File: config.mk
export PLATFORM = sky130hd
export DESIGN_NAME = clk_pwr_ctrl
export DESIGN_NICKNAME = d
export VERILOG_FILES = /design/src/clk_pwr_pkg.sv /design/src/clk_pwr_ctrl.sv
export SDC_FILE = /design/constraint.sdc
export NUM_CORES = 1
export LEC_CHECK = 0
export ABC_AREA = 1
export BUFFER_PORTS_ARGS = -buffer_cell sky130_fd_sc_hd__buf_2
export CORE_ASPECT_RATIO = 0.9
export CORE_UTILIZATION = 45
export CTS_CLUSTER_SIZE = 30
export DETAILED_ROUTE_END_ITERATION = 8
export HOLD_SLACK_MARGIN = 0.05
export PLACE_DENSITY_LB_ADDON = 0.08
export SLEW_MARGIN = 20
export SYNTH_ARGS = -nofsm -noshare
export SYNTH_HDL_FRONTEND = slang
export SYNTH_SLANG_ARGS = --single-unit
File: constraint.sdc
create_clock -name aclk -period 4.5 [get_ports aclk]
set_clock_uncertainty 0.15 [all_clocks]
set_input_delay 0 -clock aclk [delete_from_list [all_inputs] [get_ports aclk]]
set_output_delay 0 -clock aclk [all_outputs]
set_load 0.03 [all_outputs]
File: src/clk_pwr_pkg.sv
// constants and bus carriers for the clock and power control block
// assumes a 32-bit axi4-lite master on the same clock as the block
package clk_pwr_pkg;
    // register byte offsets
    localparam logic [7:0] pll_control_off          = 8'h00;
    localparam logic [7:0] subclock_osc_control_off = 8'h04;
    localparam logic [7:0] main_osc_wait_control_off = 8'h08;
    localparam logic [7:0] clock_output_control_off = 8'h0c;
    localparam logic [7:0] main_osc_drive_control_off = 8'h10;
    localparam logic [7:0] clock_div_control_off    = 8'h14;
    localparam logic [7:0] module_stop_control_off  = 8'h18;
    localparam logic [7:0] power_mode_control_off   = 8'h1c;
    localparam logic [7:0] low_power_control_off    = 8'h20;
    localparam logic [7:0] status_off               = 8'h24;
    // field positions
    localparam int pll_mult_lsb     = 8;
    localparam int cko_src_lsb      = 8;
    localparam int cko_div_lsb      = 12;
    localparam int cko_stop_bit     = 15;
    localparam int drive_bit        = 5;
    // pll multiplier legal code range, x4 .. x12 in half steps
    localparam logic [5:0] pll_mult_min = 6'h07;
    localparam logic [5:0] pll_mult_max = 6'h17;
    // clock output sources
    localparam logic [3:0] cko_low_speed_onchip_osc  = 4'h0;
    localparam logic [3:0] cko_high_speed_onchip_osc  = 4'h1;
    localparam logic [3:0] cko_main  = 4'h2;
    localparam logic [3:0] cko_sub   = 4'h3;
    localparam logic [3:0] cko_pll   = 4'h4;
    localparam logic [3:0] cko_touch = 4'h8;
    // operating power modes
    localparam logic [2:0] opm_high  = 3'h0;
    localparam logic [2:0] opm_mid   = 3'h2;
    localparam logic [2:0] opm_mid2  = 3'h4;
    localparam logic [2:0] opm_low   = 3'h6;
    // main oscillator wait: 2^(code+2) low-speed cycles, code 15 longest
    localparam logic [4:0] wait_code_max  = 5'h0f;
    localparam int         wait_cyc_max   = 131072;
    localparam int         wait_base_log2 = 2;
    // reset values
    localparam logic [15:0] pll_control_rst   = 16'h0f00;
    localparam logic [7:0]  subclock_ctl_rst  = 8'h01;
    localparam logic [7:0]  wait_ctl_rst      = 8'h0f;
    localparam logic [15:0] cko_ctl_rst       = 16'h8000;
    localparam logic [7:0]  drive_ctl_rst     = 8'h00;
    localparam logic [11:0] div_ctl_rst       = 12'h000;
    localparam logic [31:0] mstop_rst         = 32'hffff_ffff;
    // axi responses
    localparam logic [1:0] resp_okay   = 2'h0;
    localparam logic [1:0] resp_slverr = 2'h2;
    // low-power states
    typedef enum logic [1:0] {st_run, st_sleep, st_deep} lp_state_e;
    // bus carriers
    typedef struct packed {
        logic        awvalid;
        logic [7:0]  awaddr;
        logic        wvalid;
        logic [31:0] wdata;
        logic [3:0]  wstrb;
        logic        bready;
        logic        arvalid;
        logic [7:0]  araddr;
        logic        rready;
    } axil_req_s;
    typedef struct packed {
        logic        awready;
        logic        wready;
        logic        bvalid;
        logic [1:0]  bresp;
        logic        arready;
        logic        rvalid;
        logic [31:0] rdata;
        logic [1:0]  rresp;
    } axil_rsp_s;
endpackage

File: src/clk_pwr_ctrl.sv
// clock generation and low-power control with an axi4-lite register slave
// assumes source ticks and cpu events come from logic on aclk;
// the power-on reset pin is asynchronous and is synchronised here
//
// Summary of operation
// pll multiplier codes 07..17 only, others refused
// subclock stop bit reset only by power-on
// oscillator wait counts low-speed ticks, max 131072
// clock output source select, listed codes only
// clock output divider, divide 1 to 128
// software picks drive bit by resonator frequency
// register plus instruction enters, interrupt exits
// sleep halts cpu only, rest register controlled
// deep sleep halts cpu, ram, transfer controller
// four operating power modes, legal codes only
// each peripheral has its own stop bit
// independent dividers for four internal clocks
// operable units follow own register in low power
// stopped units hold state, operations suspended
`timescale 1ns/1ps
module clk_pwr_ctrl #(
    parameter int wait_max = clk_pwr_pkg::wait_cyc_max // longest wait
) (
    // clock and resets
    input  wire logic                   aclk,
    input  wire logic                   aresetn,
    input  wire logic                   por_n,
    // register bus
    input  wire clk_pwr_pkg::axil_req_s axi_req,
    output clk_pwr_pkg::axil_rsp_s      axi_rsp,
    // clock source ticks: low_speed_onchip_osc, high_speed_onchip_osc, main, sub, pll, touch
    input  wire logic [5:0]             src_tick,
    // cpu side events
    input  wire logic                   sleep_instr,
    input  wire logic                   irq_pending,
    // clock outputs: four one-cycle enables and the toggling output pin
    output logic                        system_clock_en,
    output logic                        peripheral_bus_clock_en,
    output logic                        analog_conv_clock_en,
    output logic                        flash_if_clock_en,
    output logic                        clock_output_pin,
    // oscillator and pll controls
    output logic [5:0]                  pll_mult_sel,
    output logic                        subclock_stop,
    output logic                        main_osc_drive_sel,
    output logic                        main_osc_stable,
    // power controls
    output logic [2:0]                  opm_sel,
    output logic [31:0]                 module_stop,
    output logic                        cpu_halt,
    output logic                        ram_halt,
    output logic                        transfer_controller_halt
);
    // refuse a wait cap below the shortest coded wait (4) or above wait_cyc_max
    if (wait_max < 4 || wait_max > clk_pwr_pkg::wait_cyc_max) begin : g_bad
        $error("wait_max out of range");
    end

    // registers
    logic [15:0] pll_r, cko_r;
    logic [7:0]  sub_r, wait_r, drive_r;
    logic [11:0] div_r;            // 3 bits per internal clock
    logic [31:0] mstop_r;
    logic [2:0]  opm_r;
    logic        deep_sel_r;       // 0 sleep, 1 deep sleep on instruction
    clk_pwr_pkg::lp_state_e lp_r;
    // power-on reset synchroniser
    logic por_m_r, por_s_r;
    // bus state
    logic        aw_held_r, w_held_r, bvalid_r, rvalid_r;
    logic [7:0]  awaddr_r;
    logic [31:0] wdata_r, rdata_r;
    logic [3:0]  wstrb_r;
    logic [1:0]  bresp_r, rresp_r;

    // merge write data by byte lanes
    function automatic logic [31:0] merge(input logic [31:0] old_v,
                                          input logic [31:0] new_v,
                                          input logic [3:0] be);
        logic [31:0] m;
        m = old_v;
        for (int i = 0; i < 4; i++) begin
            if (be[i]) m[i*8 +: 8] = new_v[i*8 +: 8];
        end
        return m;
    endfunction

    // write decode: fires when address and data are both held
    wire        do_wr = aw_held_r && w_held_r && !bvalid_r;
    wire [7:0]  wa    = awaddr_r;
    wire        wr_pll  = do_wr && wa == clk_pwr_pkg::pll_control_off;
    wire        wr_sub  = do_wr && wa == clk_pwr_pkg::subclock_osc_control_off;
    wire        wr_wait = do_wr &&
                          wa == clk_pwr_pkg::main_osc_wait_control_off;
    wire        wr_cko  = do_wr && wa == clk_pwr_pkg::clock_output_control_off;
    wire        wr_drv  = do_wr &&
                          wa == clk_pwr_pkg::main_osc_drive_control_off;
    wire        wr_div  = do_wr && wa == clk_pwr_pkg::clock_div_control_off;
    wire        wr_mst  = do_wr && wa == clk_pwr_pkg::module_stop_control_off;
    wire        wr_opm  = do_wr && wa == clk_pwr_pkg::power_mode_control_off;
    wire        wr_lp   = do_wr && wa == clk_pwr_pkg::low_power_control_off;
    wire        wr_hit  = wr_pll | wr_sub | wr_wait | wr_cko | wr_drv |
                          wr_div | wr_mst | wr_opm | wr_lp;

    // proposed values after byte-lane merge
    wire [31:0] pll_nxt  = merge({16'h0, pll_r}, wdata_r, wstrb_r);
    wire [31:0] wait_nxt = merge({24'h0, wait_r}, wdata_r, wstrb_r);
    wire [31:0] cko_nxt  = merge({16'h0, cko_r}, wdata_r, wstrb_r);
    wire [31:0] opm_nxt  = merge({29'h0, opm_r}, wdata_r, wstrb_r);
    wire [31:0] drv_nxt  = merge({24'h0, drive_r}, wdata_r, wstrb_r);
    wire [31:0] div_nxt  = merge({20'h0, div_r}, wdata_r, wstrb_r);
    wire [31:0] sub_nxt  = merge({24'h0, sub_r}, wdata_r, wstrb_r);
    wire [5:0]  mult_f   = pll_nxt[clk_pwr_pkg::pll_mult_lsb +: 6];
    wire [3:0]  src_f    = cko_nxt[clk_pwr_pkg::cko_src_lsb +: 4];
    // prohibited codes are refused and the old field stays
    wire mult_ok = mult_f >= clk_pwr_pkg::pll_mult_min &&
                   mult_f <= clk_pwr_pkg::pll_mult_max;
    wire wait_ok = wait_nxt[4:0] <= clk_pwr_pkg::wait_code_max;
    wire src_ok  = src_f <= clk_pwr_pkg::cko_pll ||
                   src_f == clk_pwr_pkg::cko_touch;
    wire opm_ok  = !opm_nxt[0];

    // read decode
    wire [7:0]  ra = axi_req.araddr;
    logic [31:0] rd_val;
    logic        rd_hit;
    always_comb begin
        rd_hit = 1'b1;
        unique case (ra)
            clk_pwr_pkg::pll_control_off:           rd_val = {16'h0, pll_r};
            clk_pwr_pkg::subclock_osc_control_off:  rd_val = {24'h0, sub_r};
            clk_pwr_pkg::main_osc_wait_control_off: rd_val = {24'h0, wait_r};
            clk_pwr_pkg::clock_output_control_off:  rd_val = {16'h0, cko_r};
            clk_pwr_pkg::main_osc_drive_control_off:
                rd_val = {24'h0, drive_r};
            clk_pwr_pkg::clock_div_control_off:     rd_val = {20'h0, div_r};
            clk_pwr_pkg::module_stop_control_off:   rd_val = mstop_r;
            clk_pwr_pkg::power_mode_control_off:    rd_val = {29'h0, opm_r};
            clk_pwr_pkg::low_power_control_off:
                rd_val = {31'h0, deep_sel_r};
            // status shows the block's own state
            clk_pwr_pkg::status_off:
                rd_val = {26'h0, opm_r, lp_r, main_osc_stable};
            default: begin
                rd_val = 32'h0;
                rd_hit = 1'b0;
            end
        endcase
    end

    // bus handshake outputs
    assign axi_rsp.awready = !aw_held_r && !bvalid_r;
    assign axi_rsp.wready  = !w_held_r && !bvalid_r;
    assign axi_rsp.bvalid  = bvalid_r;
    assign axi_rsp.bresp   = bresp_r;
    assign axi_rsp.arready = !rvalid_r;
    assign axi_rsp.rvalid  = rvalid_r;
    assign axi_rsp.rdata   = rdata_r;
    assign axi_rsp.rresp   = rresp_r;

    // write channel: address and data taken in either order
    always_ff @(posedge aclk) begin
        if (!aresetn) begin
            aw_held_r <= 1'b0;
            w_held_r  <= 1'b0;
            bvalid_r  <= 1'b0;
            bresp_r   <= clk_pwr_pkg::resp_okay;
            awaddr_r  <= 8'h0;
            wdata_r   <= 32'h0;
            wstrb_r   <= 4'h0;
        end else begin
            if (axi_req.awvalid && axi_rsp.awready) begin
                aw_held_r <= 1'b1;
                awaddr_r  <= axi_req.awaddr;
            end
            if (axi_req.wvalid && axi_rsp.wready) begin
                w_held_r <= 1'b1;
                wdata_r  <= axi_req.wdata;
                wstrb_r  <= axi_req.wstrb;
            end
            if (do_wr) begin
                aw_held_r <= 1'b0;
                w_held_r  <= 1'b0;
                bvalid_r  <= 1'b1;
                bresp_r   <= wr_hit ? clk_pwr_pkg::resp_okay
                                    : clk_pwr_pkg::resp_slverr;
            end else if (bvalid_r && axi_req.bready) begin
                bvalid_r <= 1'b0;
            end
        end
    end

    // read channel: data one cycle after the address is taken
    always_ff @(posedge aclk) begin
        if (!aresetn) begin
            rvalid_r <= 1'b0;
            rdata_r  <= 32'h0;
            rresp_r  <= clk_pwr_pkg::resp_okay;
        end else if (axi_req.arvalid && !rvalid_r) begin
            rvalid_r <= 1'b1;
            rdata_r  <= rd_val;
            rresp_r  <= rd_hit ? clk_pwr_pkg::resp_okay
                               : clk_pwr_pkg::resp_slverr;
        end else if (rvalid_r && axi_req.rready) begin
            rvalid_r <= 1'b0;
        end
    end

    // configuration registers set to their reset values by aresetn only
    always_ff @(posedge aclk) begin
        if (!aresetn) begin
            pll_r      <= clk_pwr_pkg::pll_control_rst;
            wait_r     <= clk_pwr_pkg::wait_ctl_rst;
            cko_r      <= clk_pwr_pkg::cko_ctl_rst;
            drive_r    <= clk_pwr_pkg::drive_ctl_rst;
            div_r      <= clk_pwr_pkg::div_ctl_rst;
            mstop_r    <= clk_pwr_pkg::mstop_rst;
            opm_r      <= clk_pwr_pkg::opm_high;
            deep_sel_r <= 1'b0;
        end else begin
            if (wr_pll && mult_ok) pll_r <= {2'h0, mult_f, 8'h0};
            if (wr_wait && wait_ok) wait_r <= {3'h0, wait_nxt[4:0]};
            // source and divider written together; bad source refused
            if (wr_cko && src_ok) cko_r <= {cko_nxt[15:12], src_f, 8'h0};
            // drive choice is software's job; bit 5 stored as written
            if (wr_drv) drive_r <= drv_nxt[7:0] & 8'h20;
            if (wr_div) div_r <= div_nxt[11:0];
            if (wr_mst) mstop_r <= merge(mstop_r, wdata_r, wstrb_r);
            if (wr_opm && opm_ok) opm_r <= opm_nxt[2:0];
            // a write without the low byte lane leaves the choice alone
            if (wr_lp && wstrb_r[0]) deep_sel_r <= wdata_r[0];
        end
    end

    // power-on reset pin passes two flops before use
    always_ff @(posedge aclk) begin
        por_m_r <= por_n;
        por_s_r <= por_m_r;
    end

    // subclock stop survives every reset except power-on
    always_ff @(posedge aclk) begin
        if (!por_s_r) begin
            sub_r <= clk_pwr_pkg::subclock_ctl_rst;
        end else if (wr_sub) begin
            sub_r <= sub_nxt[7:0] & 8'h01;
        end
    end

    // main oscillator wait counter, restarted by reset or a new setting
    logic [17:0] wait_cnt_r;
    wire  [4:0]  wcode = wait_r[4:0];
    wire  [17:0] wait_tgt = 18'(1) <<
                            (wcode + 5'(clk_pwr_pkg::wait_base_log2));
    wire  [17:0] wait_lim = (wait_tgt > 18'(wait_max)) ? 18'(wait_max)
                                                       : wait_tgt;
    always_ff @(posedge aclk) begin
        if (!aresetn || wr_wait) begin
            wait_cnt_r      <= 18'h0;
            main_osc_stable <= 1'b0;
        end else if (src_tick[0] && !main_osc_stable) begin
            // counted in low-speed oscillator ticks only
            wait_cnt_r      <= wait_cnt_r + 18'h1;
            main_osc_stable <= (wait_cnt_r + 18'h1) == wait_lim;
        end
    end

    // clock output: selected tick divided by 2^div, toggling the pin
    logic [6:0] cko_cnt_r;
    wire  [2:0] cko_div = cko_r[clk_pwr_pkg::cko_div_lsb +: 3];
    wire  [3:0] cko_src = cko_r[clk_pwr_pkg::cko_src_lsb +: 4];
    wire  [6:0] cko_mask = 7'((8'h1 << cko_div) - 8'h1);
    wire        cko_tick = (cko_src == clk_pwr_pkg::cko_touch) ?
                           src_tick[5] : src_tick[cko_src[2:0]];
    always_ff @(posedge aclk) begin
        if (!aresetn || cko_r[clk_pwr_pkg::cko_stop_bit]) begin
            cko_cnt_r        <= 7'h0;
            clock_output_pin <= 1'b0;
        end else if (cko_tick) begin
            cko_cnt_r <= cko_cnt_r + 7'h1;
            if ((cko_cnt_r & cko_mask) == cko_mask)
                clock_output_pin <= !clock_output_pin;
        end
    end

    // internal clock enables from one free counter, one per field
    logic [6:0] div_cnt_r;
    logic [3:0] clk_en;
    always_ff @(posedge aclk) begin
        if (!aresetn) div_cnt_r <= 7'h0;
        else          div_cnt_r <= div_cnt_r + 7'h1;
    end
    for (genvar g = 0; g < 4; g++) begin : g_div
        wire [2:0] sel  = div_r[g*3 +: 3];
        wire [6:0] mask = 7'((8'h1 << sel) - 8'h1);
        assign clk_en[g] = (div_cnt_r & mask) == mask;
    end
    // the cpu shares the system clock but is gated by cpu_halt
    assign system_clock_en         = clk_en[0];
    assign peripheral_bus_clock_en = clk_en[1];
    assign analog_conv_clock_en    = clk_en[2];
    assign flash_if_clock_en       = clk_en[3];

    // low-power sequencer: entry on instruction, exit on interrupt
    clk_pwr_pkg::lp_state_e lp_nxt;
    always_comb begin
        lp_nxt = lp_r;
        unique case (lp_r)
            clk_pwr_pkg::st_run:
                if (sleep_instr && !irq_pending)
                    lp_nxt = deep_sel_r ? clk_pwr_pkg::st_deep
                                        : clk_pwr_pkg::st_sleep;
            clk_pwr_pkg::st_sleep,
            clk_pwr_pkg::st_deep:
                if (irq_pending) lp_nxt = clk_pwr_pkg::st_run;
            default: lp_nxt = clk_pwr_pkg::st_run;
        endcase
    end
    always_ff @(posedge aclk) begin
        if (!aresetn) lp_r <= clk_pwr_pkg::st_run;
        else          lp_r <= lp_nxt;
    end

    // halts hold state in place; units resume where they stopped
    assign cpu_halt = lp_r != clk_pwr_pkg::st_run;
    assign ram_halt = lp_r == clk_pwr_pkg::st_deep;
    assign transfer_controller_halt = lp_r == clk_pwr_pkg::st_deep;
    // peripherals, oscillators and pll keep obeying registers
    assign module_stop        = mstop_r;
    assign pll_mult_sel       = pll_r[clk_pwr_pkg::pll_mult_lsb +: 6];
    assign subclock_stop      = sub_r[0];
    assign main_osc_drive_sel = drive_r[clk_pwr_pkg::drive_bit];
    assign opm_sel            = opm_r;
endmodule

## Yosys cells after proc, flatten, opt, wreduce, memory -nomap -nowiden

Index checks and enable logic that the tools add are counted.

| cells by class | value |
|---|---|
| bitwise operators | 14 |
| $lt $le $gt $ge | 6 |
| equality and inequality tests | 29 |
| shift-type cells | 6 |
| add/sub/neg operators | 9 |
| reduce and logical (&&, ||, !) cells | 59 |
| mux-type cells | 20 |

Operator list:

| operator | count |
|---|---|
| $pmux W32 S10 | 1 |
| $eq A8 B5 Y1 const B | 8 |
| $and A7 B7 Y7 | 5 |
| $eq A7 B7 Y1 | 5 |
| $shl A1 B3 Y7 const A | 5 |
| $sub A7 B1 Y7 const B | 5 |
| $eq A8 B4 Y1 const B | 4 |
| $logic_and A1 B1 Y1 | 26 |
| $eq A8 B6 Y1 const B | 3 |
| $reduce_and A2 Y1 | 12 |
| $add A18 B1 Y18 const B | 1 |
| $eq A18 B18 Y1 | 1 |
| $gt A18 B18 Y1 const B | 1 |
| $mux W18 | 1 |
| $shl A1 B5 Y18 const A | 1 |
| $eq A8 B3 Y1 const B | 2 |
| $logic_not A8 Y1 | 2 |
| $add A7 B1 Y7 const B | 2 |
| $mux W2 | 5 |
| $reduce_or A10 Y1 | 1 |
| $logic_not A1 Y1 | 9 |
| $eq A4 B4 Y1 const B | 2 |
| $mux W1 | 8 |
| $or A1 B1 Y1 | 8 |
| 19 further kinds | 25 |

| storage, ports and cells | value |
|---|---|
| output and inout bits | 93 |
| register bits | 191 |

## Depth between registers and ports, before layout

| logic depth | value |
|---|---|
| depth in word-level cells | 12 |
| gate-level depth with buffers | 15 |

## Worst setup path before layout

No wires, ideal clock.

| timing path | value |
|---|---|
| path kind | reg2out |
| from | reg div_r[0] |
| to | out system_clock_en |
| arrival time | 2090 ps |
| slack | 2260 ps |
| data required time | 4350 ps |
| cell stages (with the launch flop) | 8 |
| cells stage by stage | dfxtp_1 nor2_1 nand2_1 ha_1 a31o_2 nand3_1 o311ai_0 nor4_1 |

| between the ends | value |
|---|---|
| word-level cells in the longest chain between the ends | 4 |

Ends and longest elaborated chain:

| item | RTL line | RTL |
|---|---|---|
| start: declaration | clk_pwr_ctrl.sv:62 | `logic [11:0] div_r;` |
| start signal: assignment | clk_pwr_ctrl.sv:216 | `div_r <= clk_pwr_pkg::div_ctl_rst;` |
| start signal: assignment | clk_pwr_ctrl.sv:227 | `if (wr_div) div_r <= div_nxt[11:0];` |
| $shl A1 B3 Y7 * | clk_pwr_ctrl.sv:295 | `wire [6:0] mask = 7'((8'h1 << sel) - 8'h1);` |
| $sub A7 B1 Y7 * | clk_pwr_ctrl.sv:295 |  |
| $and A7 B7 Y7 | clk_pwr_ctrl.sv:296 | `assign clk_en[g] = (div_cnt_r & mask) == mask;` |
| $eq A7 B7 Y1 * | clk_pwr_ctrl.sv:296 |  |
| end: declaration | clk_pwr_ctrl.sv:37 | `output logic system_clock_en,` |

Mark *: on every way between the ends. The rest lies on a longest branch, timed or not.

## Final worst setup path

| timing path | value |
|---|---|
| from | in axi_req[1] (netlist bit) |
| to | reg rdata_r[26] |

| between the ends | value |
|---|---|
| word-level cells in the longest chain between the ends | 2 |
| elaborated cells between the ends (all ways) | 11 |

Ends and longest elaborated chain:

| item | RTL line | RTL |
|---|---|---|
| start: declaration | clk_pwr_ctrl.sv:29 | `input wire clk_pwr_pkg::axil_req_s axi_req,` |
| $eq A8 B6 Y1 (tied with other cells) | clk_pwr_ctrl.sv:129 | `unique case (ra)` |
| $pmux W32 S10 * | clk_pwr_ctrl.sv:129 |  |
| end signal: assignment | clk_pwr_ctrl.sv:201 | `rdata_r <= rd_val;` |
| end: declaration | clk_pwr_ctrl.sv:72 | `logic [31:0] wdata_r, rdata_r;` |

Marked as above.
A chain may end at the register's enable or synchronous reset.

==> flow_metrics.py <==
metrics = {
    "grt": {
        "grt_pass1_wl_um": 44000,
        "grt_start_max_net_pins": 109,
        "grt_antenna_before_repair": 0,
        "overflow": 0,
        "grt_pass1_vias": 8423,
        "grt_usage": 0.267,
    },
    "drt": {
        "firstDrtPassIters": 7,
        "vias_per_cell": 5.30,
        "vias": 9512,
        "totalWireLength_um": 27600,
        "drt_iter0_markers": 785,
        "routedWlPerCell_um": 15.4,
        "drc": 14,
        "drtAntennaViolNets": 0,
    },
    "synthesis": {
        "ys_top_cells_by_area": "dfxtp_1, nand2_1, a21oi_1",
        "yosys.area.top_type_share": 0.416,
        "synth_ff_type": "dfxtp_1",
        "synth-async-reset-ratio": 0,
        "syn-mean-instance-area_um2": 6.93,
        "synth-edff-count": 0,
        "synthCells": 1314,
        "yosys.area.top_type": "dfxtp_1",
        "syn_area_mm2": 0.00910,
        "ys_warn_count": 0,
        "synth_seq_area_share": 0.416,
        "ys_ff_latch": 189,
        "synth_cell_types": 48,
    },
    "layout": {
        "final_cell_area_mm2": 0.0115,
        "layout_commonest_cell": "nand2_1",
        "final_cell_mix": "nand2_1, dfxtp_1, buf_2",
        "num_antenna_cells": 0,
        "drive_above_1_share": 0.147,
        "area_growth_pct": 25.9,
        "fin_nets": 1610,
    },
    "sta": {
        "period_share": 0.773,
        "setup_slack_ns": 1.02,
        "tightest_slew_ns": 0.974,
        "setup_violations": 0,
        "drv_slew": 0,
        "rsz0062_at_grt": "no",
        "slew_headroom": 0.351,
        "maxClockFrequency_mhz": 287,
        "totalNegativeSetupSlack_ns": 0,
        "hold_slack_ns": 0.0603,
        "period_minus_slack_ns": 3.48,
        "hold_viol_final": 0,
    },
    "worst_setup_path": {
        "cp.required_ns": 4.74,
        "cp-start-kind": "input pin",
        "path_max_fanout": 18,
        "cp_data_arrival_time_ns": 3.72,
        "critPathCaptureType": "flop",
        "setup.worst_path.class": "input pin to flop",
    },
    "clock_tree": {
        "path_clk_slew_ns": 0.08,
        "cts_root_buffer": "clkbuf_16",
        "postCtsSetupBuffers": 0,
        "clk_path_buf_depth": 2,
        "clock_latency_ns": 0.44,
        "htreeDepth": 4,
        "clock-sinks": 189,
        "cts_tree": "done",
        "cts_made_buffers": 17,
    },
    "die": {
        "start_util": 0.466,
        "die_x_um": 152,
        "die-area_mm2": 0.0208,
        "core-area_mm2": 0.0195,
        "rows": 48,
        "io-pin-count": 161,
        "die_h_um": 137,
    },
    "power_and_ir_drop": {
        "power_leakage_nw": 5.07,
        "power.total_mw": 3.75,
        "ir_drop_v": 0.000263,
        "powerDensity_mw_per_mm2": 328,
    },
    "worst_hold_path": {
        "min_path_type": "input pin to flop",
    },
    "flow_run": {
        "cap_violations": 0,
    },
    "place": {
        "place_congestion": 0.940,
        "dpl-instance-area_mm2": 0.0100,
        "hpwlAfterDp_um": 19600,
        "pre_cts_slack_ns": 2.12,
        "port_buffers": 158,
    },
    "status": {
        "violations": "DRC",
        "status": "finished, violations left",
    },
}
[synthesized netlist by cell type, types with 4 or more instances]
master / count
nand2_1: 289
dfxtp_1: 189
nor2_1: 155
inv_1: 131
a21oi_1: 123
o21ai_0: 118
nand3_1: 91
clkbuf_1: 37
o211ai_1: 27
nand4_1: 24
a211oi_1: 11
ha_1: 9
nor3_1: 9
o22ai_1: 9
buf_4: 7
inv_2: 7
nand2_2: 7
xnor2_1: 7
buf_2: 6
nor2_2: 6
nor4_1: 4
o2111ai_1: 4
[layer usage]
metal	wire [um]	vias to the layer above	GRT usage
met4	395	0	0.0754
met2	12200	317	0.414
met3	1770	30	0.0475
li1	-	4814	-
met1	13300	4351	0.381
met5	0	-	0
[cell families (layout without fill, tap and decap cells)]
logic type | after synthesis | count (layout) | synth area share
fa+ha+maj | 9 | 9 | 0.0124
compound gates | 315 | 315 | 0.194
buf+inv | 191 | 422 | 0.0834
simple gates | 599 | 599 | 0.285
other cells | 1 | 2 | 0.000412
flops | 189 | 189 | 0.416
xor+xnor | 10 | 10 | 0.00962
[through the flow]
step	utilization	cells
floorplan	-	1315
global placement	0.513	1676
detailed placement	0.513	1676
CTS	0.587	1796
global route	0.587	1796
finish	0.587	1796
[where the power goes]
group          switching [mW]  internal, mW  total [mW]
Combinational           0.289         0.186       0.475
Clock                   0.749         0.741        1.49
Sequential             0.0535          1.74        1.79
Total                    1.09          2.66        3.75
[state kept, by name, summed over array words and instances (netlist names), 5 cells and up]
signal	cells
module_stop	32
div_cnt_r	7
wdata_r	32
rdata_r	32
wait_r	5
div_r	12
cko_cnt_r	7
awaddr_r	8
cko_r	8
pll_r	6
wait_cnt_r	18
[final timing paths]
path	from	endpoint	depth (start not counted)	slack (ns)
hold reg to reg	por_m_r	por_s_r	0	0.19
hold / removal	axi_req[2]	rdata_r[29]	8	0.06
setup reg to reg	bvalid_r	awaddr_r[0]	6	1.74
setup / recovery	axi_req[1]	rdata_r[26]	14	1.02
[cell type report]
cell class	instances	area, um2
clock buffer	18	429
clock inverter	14	139
fill	1884	8060
inverter	139	523
multi-input combinational	935	4560
sequential	189	3780
tap	250	313
timing repair buffer	251	1710
[critical path, cell delays in order]
cell and delay, ns:
dlygate4sd3_1 0.54, buf_2 0.13, nor2_2 0.15, dlygate4sd3_1 0.65, nand3_1 0.08, dlygate4sd3_1 0.58
inv_1 0.08, nand2_1 0.19, nand4_4 0.19, nand2_4 0.08, nor2_8 0.28, nand2_1 0.08
a21oi_1 0.12, dlygate4sd3_1 0.56
[repair_timing]
item,CTS,global route
hold buffers,88,0
resized for setup,0,0
hold endpoints to repair,99,0
No activity file was read; power rests on OpenSTA's default activity.
